--- src/core/sscd_pkg.sv ---
// Purpose: shared constants and types of the start/stop command decoder
// Assumes: terminal assignment codes and stop selection are static configuration
// Notes: all numbers live here once
package sscd_pkg;

   // ****************************************
   // stop selection settings
   // ****************************************
   localparam logic [13:0] SEL_DEFAULT = 14'h270F;
   localparam logic [13:0] SEL_RUNDIR_DECEL = 14'h22B8;
   localparam logic [13:0] SEL_COAST_MAX = 14'h0064;
   localparam logic [13:0] SEL_RUNDIR_MIN = 14'h03E8;
   localparam logic [13:0] SEL_RUNDIR_MAX = 14'h044C;

   // ****************************************
   // terminal function codes
   // ****************************************
   localparam logic [7:0] FN_SECOND_SET = 8'h03;
   localparam logic [7:0] FN_JOG = 8'h05;
   localparam logic [7:0] FN_SHUTOFF = 8'h18;
   localparam logic [7:0] FN_STOP = 8'h19;
   localparam logic [7:0] FN_FORWARD = 8'h3C;
   localparam logic [7:0] FN_REVERSE = 8'h3D;

   // ****************************************
   // terminals
   // ****************************************
   localparam int TERM_COUNT = 5;
   localparam int TERM_FWD = 0;
   localparam int TERM_REV = 1;
   localparam int SEC_W = 7;

   // ****************************************
   // timing
   // ****************************************
   localparam int unsigned CLK_HZ = 50000000;
   localparam int unsigned COAST_UNIT_S = 1;
   localparam int unsigned TICKS_PER_UNIT = CLK_HZ * COAST_UNIT_S;

   // ****************************************
   // types
   // ****************************************
   typedef enum logic [2:0] {
      ST_IDLE,
      ST_RUN,
      ST_RAMP,
      ST_DELAY,
      ST_COAST
   } sscd_state_t;

   typedef struct packed {
      logic fwd;
      logic rev;
      logic stop;
      logic jog;
      logic shutoff;
      logic second_set;
   } sscd_fn_t;

   typedef struct packed {
      logic run;
      logic reverse;
      logic decel;
      logic coast;
      logic shutoff;
      logic second_set;
      logic held;
   } sscd_cmd_t;

   localparam sscd_fn_t FN_RESET = '0;
   localparam sscd_cmd_t CMD_RESET = '0;

endpackage

--- src/core/sscd_top.sv ---
// Purpose: start/stop command decoder of the drive input terminals
// Assumes: assignment and stop selection inputs are static, same clock domain
// Notes: terminal pins pass a two-flop synchroniser first
//
// Summary of operation
// - while second-set select is on, the whole alternative parameter set is selected by one flag
// - second-set select exists only on a terminal whose assignment code is 3
// - at setting 9999 forward and reverse inputs start their direction and removal ramps to stop
// - at settings 0 to 100 direct starts are kept and the motor coasts after that many seconds
// - at settings 1000 to 1100 the motor coasts after setting minus 1000 seconds
// - at 1000 to 1100 or 8888 forward is run and reverse is direction, low run stops
// - in two-wire mode exactly one input starts, both on or both off ramps to stop
// - with stop input on, a direction input pulsed on then off is latched as held start
// - releasing the stop input clears the held start and ramps to stop
// - stop input exists only on a terminal whose assignment code is 25
// - while jog is on, the stop input is ignored
// - output shutoff stops output without clearing the held start
// - forward start only via the forward assignment, reverse only via the reverse assignment
`timescale 1ns/1ps
module sscd_top #(
   parameter int unsigned TICKS_PER_SEC = sscd_pkg::TICKS_PER_UNIT
) (
   // clock and reset
   input wire logic CLOCK_IN,
   input wire logic SYS_RST_IN,
   // terminal pins
   input wire logic [sscd_pkg::TERM_COUNT-1:0] TERM_IN,
   // configuration
   input wire logic [7:0] FORWARD_TERMINAL_ASSIGN_PARAM_IN,
   input wire logic [7:0] REVERSE_TERMINAL_ASSIGN_PARAM_IN,
   input wire logic [7:0] AUX0_TERMINAL_ASSIGN_PARAM_IN,
   input wire logic [7:0] AUX1_TERMINAL_ASSIGN_PARAM_IN,
   input wire logic [7:0] AUX2_TERMINAL_ASSIGN_PARAM_IN,
   input wire logic [13:0] STOP_SELECTION_PARAM_IN,
   // commands
   output logic RUN_OUT,
   output logic REVERSE_OUT,
   output logic DECEL_OUT,
   output logic COAST_OUT,
   output logic SHUTOFF_OUT,
   output logic SECOND_SET_SELECT_OUT,
   output logic HOLD_ACTIVE_OUT
);

   // ****************************************
   // input synchronisation
   // ****************************************
   logic [sscd_pkg::TERM_COUNT-1:0] term_sync;

   sscd_sync #(
      .W(sscd_pkg::TERM_COUNT)
   ) u_sync (
      .clk_in(CLOCK_IN),
      .rst_in(SYS_RST_IN),
      .async_in(TERM_IN),
      .sync_out(term_sync)
   );

   // ****************************************
   // terminal function decode
   // ****************************************
   logic [7:0] assign_param [sscd_pkg::TERM_COUNT];
   sscd_pkg::sscd_fn_t fn;
   logic stop_assigned;

   always_comb begin
      assign_param[0] = FORWARD_TERMINAL_ASSIGN_PARAM_IN;
      assign_param[1] = REVERSE_TERMINAL_ASSIGN_PARAM_IN;
      assign_param[2] = AUX0_TERMINAL_ASSIGN_PARAM_IN;
      assign_param[3] = AUX1_TERMINAL_ASSIGN_PARAM_IN;
      assign_param[4] = AUX2_TERMINAL_ASSIGN_PARAM_IN;
   end

   always_comb begin
      fn = sscd_pkg::FN_RESET;
      stop_assigned = 1'b0;
      // start functions bound to their own terminals only
      fn.fwd = term_sync[sscd_pkg::TERM_FWD]
               & (assign_param[sscd_pkg::TERM_FWD] == sscd_pkg::FN_FORWARD);
      fn.rev = term_sync[sscd_pkg::TERM_REV]
               & (assign_param[sscd_pkg::TERM_REV] == sscd_pkg::FN_REVERSE);
      for (int i = 0; i < sscd_pkg::TERM_COUNT; i++) begin
         if (assign_param[i] == sscd_pkg::FN_STOP) begin
            stop_assigned = 1'b1;
            fn.stop = fn.stop | term_sync[i];
         end
         if (assign_param[i] == sscd_pkg::FN_SECOND_SET) begin
            fn.second_set = fn.second_set | term_sync[i];
         end
         if (assign_param[i] == sscd_pkg::FN_SHUTOFF) begin
            fn.shutoff = fn.shutoff | term_sync[i];
         end
         if (assign_param[i] == sscd_pkg::FN_JOG) begin
            fn.jog = fn.jog | term_sync[i];
         end
      end
   end

   // ****************************************
   // edge detection
   // ****************************************
   sscd_pkg::sscd_fn_t fn_q;
   sscd_pkg::sscd_fn_t fn_d;
   logic fwd_fall;
   logic rev_fall;

   always_comb begin
      fn_d = fn;
      fwd_fall = fn_q.fwd & ~fn.fwd;
      rev_fall = fn_q.rev & ~fn.rev;
   end

   always_ff @(posedge CLOCK_IN or posedge SYS_RST_IN) begin
      if (SYS_RST_IN) begin
         fn_q <= sscd_pkg::FN_RESET;
      end else begin
         fn_q <= fn_d;
      end
   end

   // ****************************************
   // stop selection mode decode
   // ****************************************
   logic mode_time_coast;
   logic mode_rundir_coast;
   logic mode_rundir_decel;
   logic mode_rundir;
   logic mode_coast;
   logic [sscd_pkg::SEC_W-1:0] coast_seconds;
   logic [13:0] sel_minus_offset;

   always_comb begin
      mode_time_coast = (STOP_SELECTION_PARAM_IN <= sscd_pkg::SEL_COAST_MAX);
      mode_rundir_coast = (STOP_SELECTION_PARAM_IN >= sscd_pkg::SEL_RUNDIR_MIN)
                          && (STOP_SELECTION_PARAM_IN <= sscd_pkg::SEL_RUNDIR_MAX);
      mode_rundir_decel = (STOP_SELECTION_PARAM_IN == sscd_pkg::SEL_RUNDIR_DECEL);
      mode_rundir = mode_rundir_coast | mode_rundir_decel;
      mode_coast = mode_time_coast | mode_rundir_coast;
      sel_minus_offset = STOP_SELECTION_PARAM_IN - sscd_pkg::SEL_RUNDIR_MIN;
      if (mode_rundir_coast) begin
         coast_seconds = sel_minus_offset[sscd_pkg::SEC_W-1:0];
      end else begin
         coast_seconds = STOP_SELECTION_PARAM_IN[sscd_pkg::SEC_W-1:0];
      end
   end

   // ****************************************
   // three-wire self-hold
   // ****************************************
   logic three_wire;
   logic held_q;
   logic held_d;
   logic held_rev_q;
   logic held_rev_d;

   always_comb begin
      // jog disables the stop function entirely
      three_wire = stop_assigned & ~fn.jog & ~mode_rundir;
      held_d = held_q;
      held_rev_d = held_rev_q;
      if (!three_wire) begin
         held_d = 1'b0;
      end else if (!fn.stop) begin
         held_d = 1'b0;
      end else if (fwd_fall) begin
         held_d = 1'b1;
         held_rev_d = 1'b0;
      end else if (rev_fall) begin
         held_d = 1'b1;
         held_rev_d = 1'b1;
      end
      // shutoff deliberately takes no part here
   end

   always_ff @(posedge CLOCK_IN or posedge SYS_RST_IN) begin
      if (SYS_RST_IN) begin
         held_q <= 1'b0;
         held_rev_q <= 1'b0;
      end else begin
         held_q <= held_d;
         held_rev_q <= held_rev_d;
      end
   end

   // ****************************************
   // run and direction command
   // ****************************************
   logic run_cmd;
   logic rev_cmd;

   always_comb begin
      if (mode_rundir) begin
         run_cmd = fn.fwd;
         rev_cmd = fn.rev;
      end else if (three_wire) begin
         run_cmd = held_d;
         rev_cmd = held_rev_d;
      end else begin
         run_cmd = fn.fwd ^ fn.rev;
         rev_cmd = fn.rev;
      end
   end

   // ****************************************
   // stop method state machine
   // ****************************************
   sscd_pkg::sscd_state_t state_q;
   sscd_pkg::sscd_state_t state_d;
   logic timer_start;
   logic timer_abort;
   logic timer_done;

   always_comb begin
      state_d = state_q;
      timer_start = 1'b0;
      timer_abort = 1'b0;
      case (state_q)
         sscd_pkg::ST_IDLE: begin
            if (run_cmd) begin
               state_d = sscd_pkg::ST_RUN;
            end
         end
         sscd_pkg::ST_RUN: begin
            if (!run_cmd) begin
               if (mode_coast) begin
                  state_d = sscd_pkg::ST_DELAY;
                  timer_start = 1'b1;
               end else begin
                  state_d = sscd_pkg::ST_RAMP;
               end
            end
         end
         sscd_pkg::ST_RAMP: begin
            if (run_cmd) begin
               state_d = sscd_pkg::ST_RUN;
            end
         end
         sscd_pkg::ST_DELAY: begin
            if (run_cmd) begin
               state_d = sscd_pkg::ST_RUN;
               timer_abort = 1'b1;
            end else if (timer_done) begin
               state_d = sscd_pkg::ST_COAST;
            end
         end
         sscd_pkg::ST_COAST: begin
            if (run_cmd) begin
               state_d = sscd_pkg::ST_RUN;
            end
         end
         default: begin
            state_d = sscd_pkg::ST_IDLE;
         end
      endcase
   end

   always_ff @(posedge CLOCK_IN or posedge SYS_RST_IN) begin
      if (SYS_RST_IN) begin
         state_q <= sscd_pkg::ST_IDLE;
      end else begin
         state_q <= state_d;
      end
   end

   sscd_coast_timer #(
      .TICKS_PER_SEC(TICKS_PER_SEC)
   ) u_timer (
      .clk_in(CLOCK_IN),
      .rst_in(SYS_RST_IN),
      .start_in(timer_start),
      .abort_in(timer_abort),
      .seconds_in(coast_seconds),
      .done_out(timer_done)
   );

   // ****************************************
   // registered command outputs
   // ****************************************
   sscd_pkg::sscd_cmd_t cmd_q;
   sscd_pkg::sscd_cmd_t cmd_d;
   logic dir_q;
   logic dir_d;

   always_comb begin
      // direction remembered through the stop
      dir_d = run_cmd ? rev_cmd : dir_q;
      cmd_d = sscd_pkg::CMD_RESET;
      cmd_d.shutoff = fn.shutoff;
      cmd_d.run = (state_d == sscd_pkg::ST_RUN) & ~fn.shutoff;
      cmd_d.reverse = dir_d;
      cmd_d.decel = ((state_d == sscd_pkg::ST_RAMP) | (state_d == sscd_pkg::ST_DELAY))
                    & ~fn.shutoff;
      cmd_d.coast = (state_d == sscd_pkg::ST_COAST) | fn.shutoff;
      cmd_d.second_set = fn.second_set;
      cmd_d.held = held_d;
   end

   always_ff @(posedge CLOCK_IN or posedge SYS_RST_IN) begin
      if (SYS_RST_IN) begin
         cmd_q <= sscd_pkg::CMD_RESET;
         dir_q <= 1'b0;
      end else begin
         cmd_q <= cmd_d;
         dir_q <= dir_d;
      end
   end

   // ****************************************
   // output drive
   // ****************************************
   assign RUN_OUT = cmd_q.run;
   assign REVERSE_OUT = cmd_q.reverse;
   assign DECEL_OUT = cmd_q.decel;
   assign COAST_OUT = cmd_q.coast;
   assign SHUTOFF_OUT = cmd_q.shutoff;
   assign SECOND_SET_SELECT_OUT = cmd_q.second_set;
   assign HOLD_ACTIVE_OUT = cmd_q.held;

endmodule

--- src/core/sscd_sync.sv ---
// Purpose: two-flop synchroniser for terminal inputs
// Assumes: inputs are asynchronous levels
// Notes: first stage read only by second stage
`timescale 1ns/1ps
module sscd_sync #(
   parameter int W = 5
) (
   // clock and reset
   input wire logic clk_in,
   input wire logic rst_in,
   // data
   input wire logic [W-1:0] async_in,
   output logic [W-1:0] sync_out
);

   // ****************************************
   // two stages
   // ****************************************
   logic [W-1:0] meta_q;
   logic [W-1:0] meta_d;
   logic [W-1:0] sync_q;
   logic [W-1:0] sync_d;

   always_comb begin
      meta_d = async_in;
      sync_d = meta_q;
   end

   always_ff @(posedge clk_in or posedge rst_in) begin
      if (rst_in) begin
         meta_q <= '0;
         sync_q <= '0;
      end else begin
         meta_q <= meta_d;
         sync_q <= sync_d;
      end
   end

   assign sync_out = sync_q;

endmodule

--- src/core/sscd_coast_timer.sv ---
// Purpose: delay in whole seconds before coasting
// Assumes: start and abort are single-cycle controls
// Notes: done is a one-cycle pulse
`timescale 1ns/1ps
module sscd_coast_timer #(
   parameter int unsigned TICKS_PER_SEC = sscd_pkg::TICKS_PER_UNIT
) (
   // clock and reset
   input wire logic clk_in,
   input wire logic rst_in,
   // control
   input wire logic start_in,
   input wire logic abort_in,
   input wire logic [sscd_pkg::SEC_W-1:0] seconds_in,
   output logic done_out
);

   // ****************************************
   // state
   // ****************************************
   logic busy_q;
   logic busy_d;
   logic [31:0] presc_q;
   logic [31:0] presc_d;
   logic [sscd_pkg::SEC_W-1:0] sec_q;
   logic [sscd_pkg::SEC_W-1:0] sec_d;
   logic done_q;
   logic done_d;

   always_comb begin
      busy_d = busy_q;
      presc_d = presc_q;
      sec_d = sec_q;
      done_d = 1'b0;
      if (abort_in) begin
         busy_d = 1'b0;
      end else if (start_in) begin
         busy_d = 1'b1;
         presc_d = '0;
         sec_d = seconds_in;
      end else if (busy_q) begin
         if (sec_q == '0) begin
            busy_d = 1'b0;
            done_d = 1'b1;
         end else if (presc_q == 32'(TICKS_PER_SEC - 1)) begin
            presc_d = '0;
            sec_d = sec_q - 1'b1;
         end else begin
            presc_d = presc_q + 32'h00000001;
         end
      end
   end

   always_ff @(posedge clk_in or posedge rst_in) begin
      if (rst_in) begin
         busy_q <= 1'b0;
         presc_q <= '0;
         sec_q <= '0;
         done_q <= 1'b0;
      end else begin
         busy_q <= busy_d;
         presc_q <= presc_d;
         sec_q <= sec_d;
         done_q <= done_d;
      end
   end

   assign done_out = done_q;

endmodule

--- config.mk ---
export PLATFORM = sky130hd
export DESIGN_NAME = sscd_top
export DESIGN_NICKNAME = d
export VERILOG_FILES = /design/src/core/sscd_pkg.sv /design/src/core/sscd_top.sv /design/src/core/sscd_sync.sv /design/src/core/sscd_coast_timer.sv
export SDC_FILE = /design/constraint.sdc
export NUM_CORES = 1
export LEC_CHECK = 0
export ABC_CLOCK_PERIOD_IN_PS = 3000
export BUFFER_PORTS_ARGS = -buffer_cell sky130_fd_sc_hd__buf_2
export CORE_MARGIN = 3
export CORE_UTILIZATION = 40
export DETAILED_ROUTE_END_ITERATION = 7
export PLACE_DENSITY = 0.63
export SETUP_SLACK_MARGIN = 0.1
export SYNTH_ARGS = -nofsm -noshare
export SYNTH_HDL_FRONTEND = slang
export SYNTH_SLANG_ARGS = --single-unit
export TNS_END_PERCENT = 1
--- constraint.sdc ---
create_clock -name CLOCK_IN -period 3 [get_ports CLOCK_IN]
set_input_delay 0 -clock CLOCK_IN [delete_from_list [all_inputs] [get_ports CLOCK_IN]]
set_output_delay 0 -clock CLOCK_IN [all_outputs]
set_load 0.005 [all_outputs]
# ---- Word level (Yosys, flattened, before mapping)
# Index checks and enable logic that the tools add are counted.
dict set report classes {
  n_eq_ne 33
  mux 65
  n_addsub 3
  multipliers 0
  bitwise_logic 35
  n_div 0
  n_reduce_logical 8
  order_cmp 3
  shifts 0
}
# op count
set op_table {}
lappend op_table {{$mux W32} 4}
lappend op_table {{$eq A8 B5 Y1 const B} 10}
lappend op_table {{$mux W1} 51}
lappend op_table {{$eq A8 B2 Y1 const B} 5}
lappend op_table {{$eq A8 B3 Y1 const B} 5}
lappend op_table {{$mux W7} 5}
lappend op_table {{$add A32 B1 Y32 const B} 1}
lappend op_table {{$eq A32 B26 Y1 const B} 1}
lappend op_table {{$or A1 B1 Y1} 20}
lappend op_table {{$eq A8 B6 Y1 const B} 2}
lappend op_table {{$eq A14 B14 Y1 const B} 1}
lappend op_table {{$ge A14 B10 Y1 const B} 1}
lappend op_table {{$le A14 B11 Y1 const B} 1}
lappend op_table {{$le A14 B7 Y1 const B} 1}
lappend op_table {{$eq A3 B2 Y1 const B} 4}
lappend op_table {{$mux W3} 4}
lappend op_table {{$pmux W3 S3} 1}
lappend op_table {{$and A1 B1 Y1} 8}
lappend op_table {{$logic_not A7 Y1} 1}
lappend op_table {{$sub A7 B1 Y7 const B} 1}
lappend op_table {{$sub A7 B7 Y7 const B} 1}
lappend op_table {{$eq A3 B1 Y1 const B} 2}
lappend op_table {{$eq A3 B3 Y1 const B} 2}
lappend op_table {{$not A1 Y1} 6}
lappend op_table {{8 further kinds} 9}
dict set report word_totals {
  mem_bits_rw 0
  register_bits 64
  latchBits 0
  rom_bits 0
  input_bits 61
  memories 0
}

# ---- Logic depth before layout (Yosys ltp)
dict set report logic_depth {
  ltp_word 21
  depth_mapped 11
}

# ---- By module
# Synthesis repeated with hierarchy kept, for this count alone.
dict set report hier_totals {
  hier_cells 421
  area_unflattened_um2 3878.7
}
# mod instances seq_area_each_um2 area_per_inst_um2 cells_per_inst
set modules_own_cells {}
lappend modules_own_cells {sscd_coast_timer 1 1026.0 2357.3 257}
lappend modules_own_cells {sscd_top 1 325.3 1267.5 153}
lappend modules_own_cells {sscd_sync 1 250.2 254.0 11}

# ---- Worst setup path before layout
# OpenSTA, ideal clock, no wires.
dict set report synth_path {
  kind {flip-flop to flip-flop}
  from {reg u_sync.sync_q[3], in the netlist u_sync.sync_out[3]}
  to {reg u_timer.presc_q[5]}
  path_slack_ns 0.280
  n_path_buf 2
  setup_ns 0.140
  path_stages_with_launch 11
  synth_period_minus_slack_ns 2.720
  arrival_ns 2.581
  t_required_ns 2.860
  path_cell_list {dfrtp_1 > or4b_2 > nor3_1 > a311o_1 > or4b_4 > inv_2 > o31a_1 > buf_6 > buf_2 > o311ai_0 > o41ai_1}
}
# element line_no
set synth_rtl {}
lappend synth_rtl {{start: declaration} sscd_sync.sv:21} ;# logic [W-1:0] sync_q;
lappend synth_rtl {{start signal: assignment} sscd_sync.sv:35} ;# sync_q <= sync_d;
lappend synth_rtl {{end signal: assignment} sscd_coast_timer.sv:62} ;# presc_q <= presc_d;
lappend synth_rtl {{end: declaration} sscd_coast_timer.sv:23} ;# logic [31:0] presc_q;

# ---- Worst setup path in the final report
dict set report layout_path {
  from {reg u_sync.sync_q[1], in the netlist u_sync.sync_out[1]}
  to {reg u_timer.sec_q[4] (netlist name)}
}
dict set report layout_via {
  elab_chain_cells 18
  word_cells_on_any_way 39
  cone_classes {eq/ne (1); mux (19); bitwise (16); reduce/logical (3)}
}
# element line_no
set layout_lines {}
lappend layout_lines {{$or A1 B1 Y1} sscd_top.sv:94} ;# fn.jog = fn.jog | term_sync[i];
lappend layout_lines {{$mux W1} sscd_top.sv:93} ;# if (assign_param[i] == sscd_pkg::FN_JOG) begin
lappend layout_lines {{$or A1 B1 Y1} sscd_top.sv:94}
lappend layout_lines {{$mux W1} sscd_top.sv:93}
lappend layout_lines {{$or A1 B1 Y1} sscd_top.sv:94}
lappend layout_lines {{$mux W1} sscd_top.sv:93}
lappend layout_lines {{$or A1 B1 Y1} sscd_top.sv:94}
lappend layout_lines {{$mux W1} sscd_top.sv:93}
lappend layout_lines {{$not A1 Y1} sscd_top.sv:158} ;# three_wire = stop_assigned & ~fn.jog & ~mode_rundir;
lappend layout_lines {{$and A1 B1 Y1 (2 in a row)} sscd_top.sv:158}
lappend layout_lines {{$mux W1} sscd_top.sv:161} ;# if (!three_wire) begin
lappend layout_lines {{$mux W1 (*)} sscd_top.sv:195} ;# end else if (three_wire) begin
lappend layout_lines {{$mux W1 (*)} sscd_top.sv:192} ;# if (mode_rundir) begin
lappend layout_lines {{$mux W1, on equally long branches} {sscd_top.sv:224, sscd_top.sv:239}}
lappend layout_lines {{$mux W1} sscd_top.sv:217} ;# case (state_q)
lappend layout_lines {{$ne A2 B2 Y1 (no source line) (tied with other cells)} -}
lappend layout_lines {{$reduce_and A4 Y1 (no source line)} -}
lappend layout_lines {{end signal: assignment} sscd_coast_timer.sv:58} ;# sec_q <= '0;
lappend layout_lines {{end signal: assignment} sscd_coast_timer.sv:63} ;# sec_q <= sec_d;
lappend layout_lines {{end: declaration} sscd_coast_timer.sv:25} ;# logic [sscd_pkg::SEC_W-1:0] sec_q;
# Every way passes the cells marked *; elsewhere a longest branch is shown, timed or not.
# A chain may end at the register's enable or synchronous reset.

==> reports/metrics.yaml <==
ys_seq_area_share_pct: 39.5
rows: 36
slowest_delay_ns: 0.49
min_to: "SECOND_SET_SELECT_OUT"
grt_pass1_wl_mm: 19.4
fp.dieArea_um2: 11400
clock-sinks: 64
worst_ir_drop_vdd_v: 0.000237
slew_viol_final: 0
ys.flop_type: "dfrtp_1"
rrSetupSlack_ns: 0.22
synth_area_leaders: "dfrtp_1 (39%), o31ai_1 (5.2%), nor2_1 (4.3%)"
avgRoutedWirePerCell_um: 16.9
dieWidth_um: 107
min_period_over_period_pct: 92.7
synth_most_common_cell: "dfrtp_1"
synth.net_count: 538
status: "finished, final reports clean"
gp_congestion: 0.899
firstDrtPassIters: 5
grt_overflow: 0
ys_top_cells_by_count: "dfrtp_1 (64), nor2_1 (47), nand2_1 (39), o31ai_1 (28), a21oi_1 (25)"
tightest_slew_ns: 0.681
wirelength_mm: 11.8
r2r-end: "u_timer.sec_q[4]"
start_util_pct: 41.3
path_cells: "and4b_1, o2bb2ai_1, a311o_1, buf_4, o21a_1, o31a_4, buf_12, or4_4, a31oi_1"
htree_levels: 3
path_clk_slew_ns: 0.07
fp.coreArea_um2: 9820
grt_max_degree: 40
clock_path_buffers: 2
io_pins: 68
hold_path_startpoint: "AUX2_TERMINAL_ASSIGN_PARAM_IN[2]"
fmax_mhz: 359
drive_gt1_share_pct: 20.4
syn-cell-area_um2: 4060
cp_max_fo: 11
maxSlewHeadroom_pct: 54.6
finalNonFillerCells: 698
cts-root-buf: "clkbuf_8"
cts_tree: "built"
antenna_found_initial: 0
setup_viol: 0
finalHoldViolCount: 0
synth_edf_count: 0
cp-end-kind: "flip-flop"
syn_to_final_growth_pct: 24.3
holdCritPathClass: "primary input to flip-flop"
syn-instance-count: 473
cp_slowest_cell: "or4_4"
antenna_cells: 0
crit_arrival_ns: 3.04
detail_route.iter0.violations: 393
antenna_left: 0
place_hpwl_mm: 8.26
min_path_cells: 2
io_buffers: 67
cts_made_buffers: 9
ys_warn_count: 0
n_fill_cell: 921
maxCapViolCount: 0
clk_latency_ns: 0.34
startpoint_type: "flip-flop"
path_class: "flip-flop to flip-flop"
period_minus_slack_ns: 2.78
dpl.cell_count: 667
via_per_inst: 6.12
grt_pass1_vias: 4164
synthArstFlopShare_pct: 100
hold-worst-slack_ns: 0.00617
ys_ff_latch: 64
track_usage_pct: 20.8
fin_skew_ns: 0.0144
dr_total_vias: 4270
synth.distinct_cells: 52
synth_area_leader_cell: "dfrtp_1"
post-route-drc-count: 0
p_per_area_nw_per_um2: 367
final_cell_area_um2: 5040
die-height_um: 107
syn_area_per_cell_um2: 8.58
p_leak_uw: 0.00197
rsz0062_at_grt: "no"
power_uw: 1850
setup_tns_ns: 0
required_ns: 3.25
rr_worst_depth: 9
r2r_start: "u_sync.sync_out[1]"
dpl_cell_area_um2: 4620
synth_top_area_share_pct: 39.5
fin_nets: 625
[cell type report]
type                       count  area, µm²  area share, %
timing repair buffer          97        643           12.7
clock buffer                  13        149           2.95
multi-input combinational    373       2360           46.9
clock inverter                 3       65.1           1.29
tap                          133        166           3.30
sequential                    64       1600           31.7
inverter                      15       56.3           1.12
[state kept, by name (all words and copies together) (netlist names), 2 cells and up]
signal	count
u_timer.presc_q	32
state_q	3
u_sync.meta_q	5
u_sync.sync_out	5
fn_q	2
u_timer.sec_q	7
[what timing repair did]
item	CTS	global route
gates resized for setup	1	8
setup buffers	0	4
gates cloned	0	2
endpoints found under the hold margin	38	0
pin swaps	0	7
hold buffers	9	0
endpoints found under the setup margin	7	21
[worst max-delay path by stage]
| stage | start | endpoint | slack, ns |
|---|---|---|---|
| finish | u_sync.sync_out[1] | u_timer.sec_q[4] | 0.22 |
| floorplan | u_sync.sync_out[3] | u_timer.presc_q[5] | 0.28 |
| CTS | u_sync.sync_out[3] | u_timer.sec_q[4] | 0.11 |
| detailed placement | u_sync.sync_out[0] | u_timer.sec_q[4] | 0.08 |
| global route | u_sync.sync_out[1] | u_timer.sec_q[4] | 0.07 |
| global placement | STOP_SELECTION_PARAM_IN[6] | u_timer.sec_q[5] | 0.19 |
[metrics by stage]
stage	setup slack, ns	utilization, %
final	0.218	51.4
after global routing	0.0714	51.4
after CTS	0.107	50.2
after detailed placement	0.0816	47.0
after global placement	0.189	47.0
after floorplan	0.280	-
[where the power goes]
| part | switching (µW) | internal [µW] |
|---|---|---|
| registers | 9.44 | 877 |
| logic | 77.6 | 63.3 |
| clock network | 333 | 491 |
| total | 420 | 1430 |
[cell usage in the layout, fill, tap and decap left out, types with 5 or more instances in the layout]
cell type / count
nor2_1: 47
buf_4: 17
nand4b_1: 13
dfrtp_1: 64
o21ai_0: 14
nor2b_1: 6
nand3_1: 24
o211ai_1: 5
nand4_1: 15
nor4_1: 10
and3_1: 6
o41ai_1: 6
or4_1: 19
clkbuf_8: 10
o31ai_1: 27
dlygate4sd3_1: 9
inv_1: 13
a31oi_1: 16
o311ai_0: 9
buf_2: 67
nand2_1: 39
and4_1: 7
a21oi_1: 25
nor3_1: 22
[layer usage]
layer | vias up | share of wire, % | global-route usage, %
li1 | 2038 | - | -
met1 | 2086 | 45 | 27.1
met2 | 124 | 49 | 34.7
met3 | 22 | 4.6 | 3.49
met4 | 0 | 1.5 | 7.67
met5 | - | 0 | 0
[kinds of logic (layout without fill, tap and decap cells)]
family / after synthesis / after routing / share of synthesized area (%)
xor+xnor: 3 / 3 / 0.647
fa+ha+maj: 4 / 4 / 1.23
flops: 64 / 64 / 39.5
simple gates: 246 / 246 / 34.7
buf+inv: 36 / 128 / 3.70
compound gates: 120 / 120 / 20.3
[critical path, delay by kind of cell, from the launching register on]
kind	cells	cell delay [ns]
compound gates	5	1.25
buf+inv	2	0.31
flops	1	0.42
simple gates	2	0.71
No activity file was read; power rests on OpenSTA's default activity.
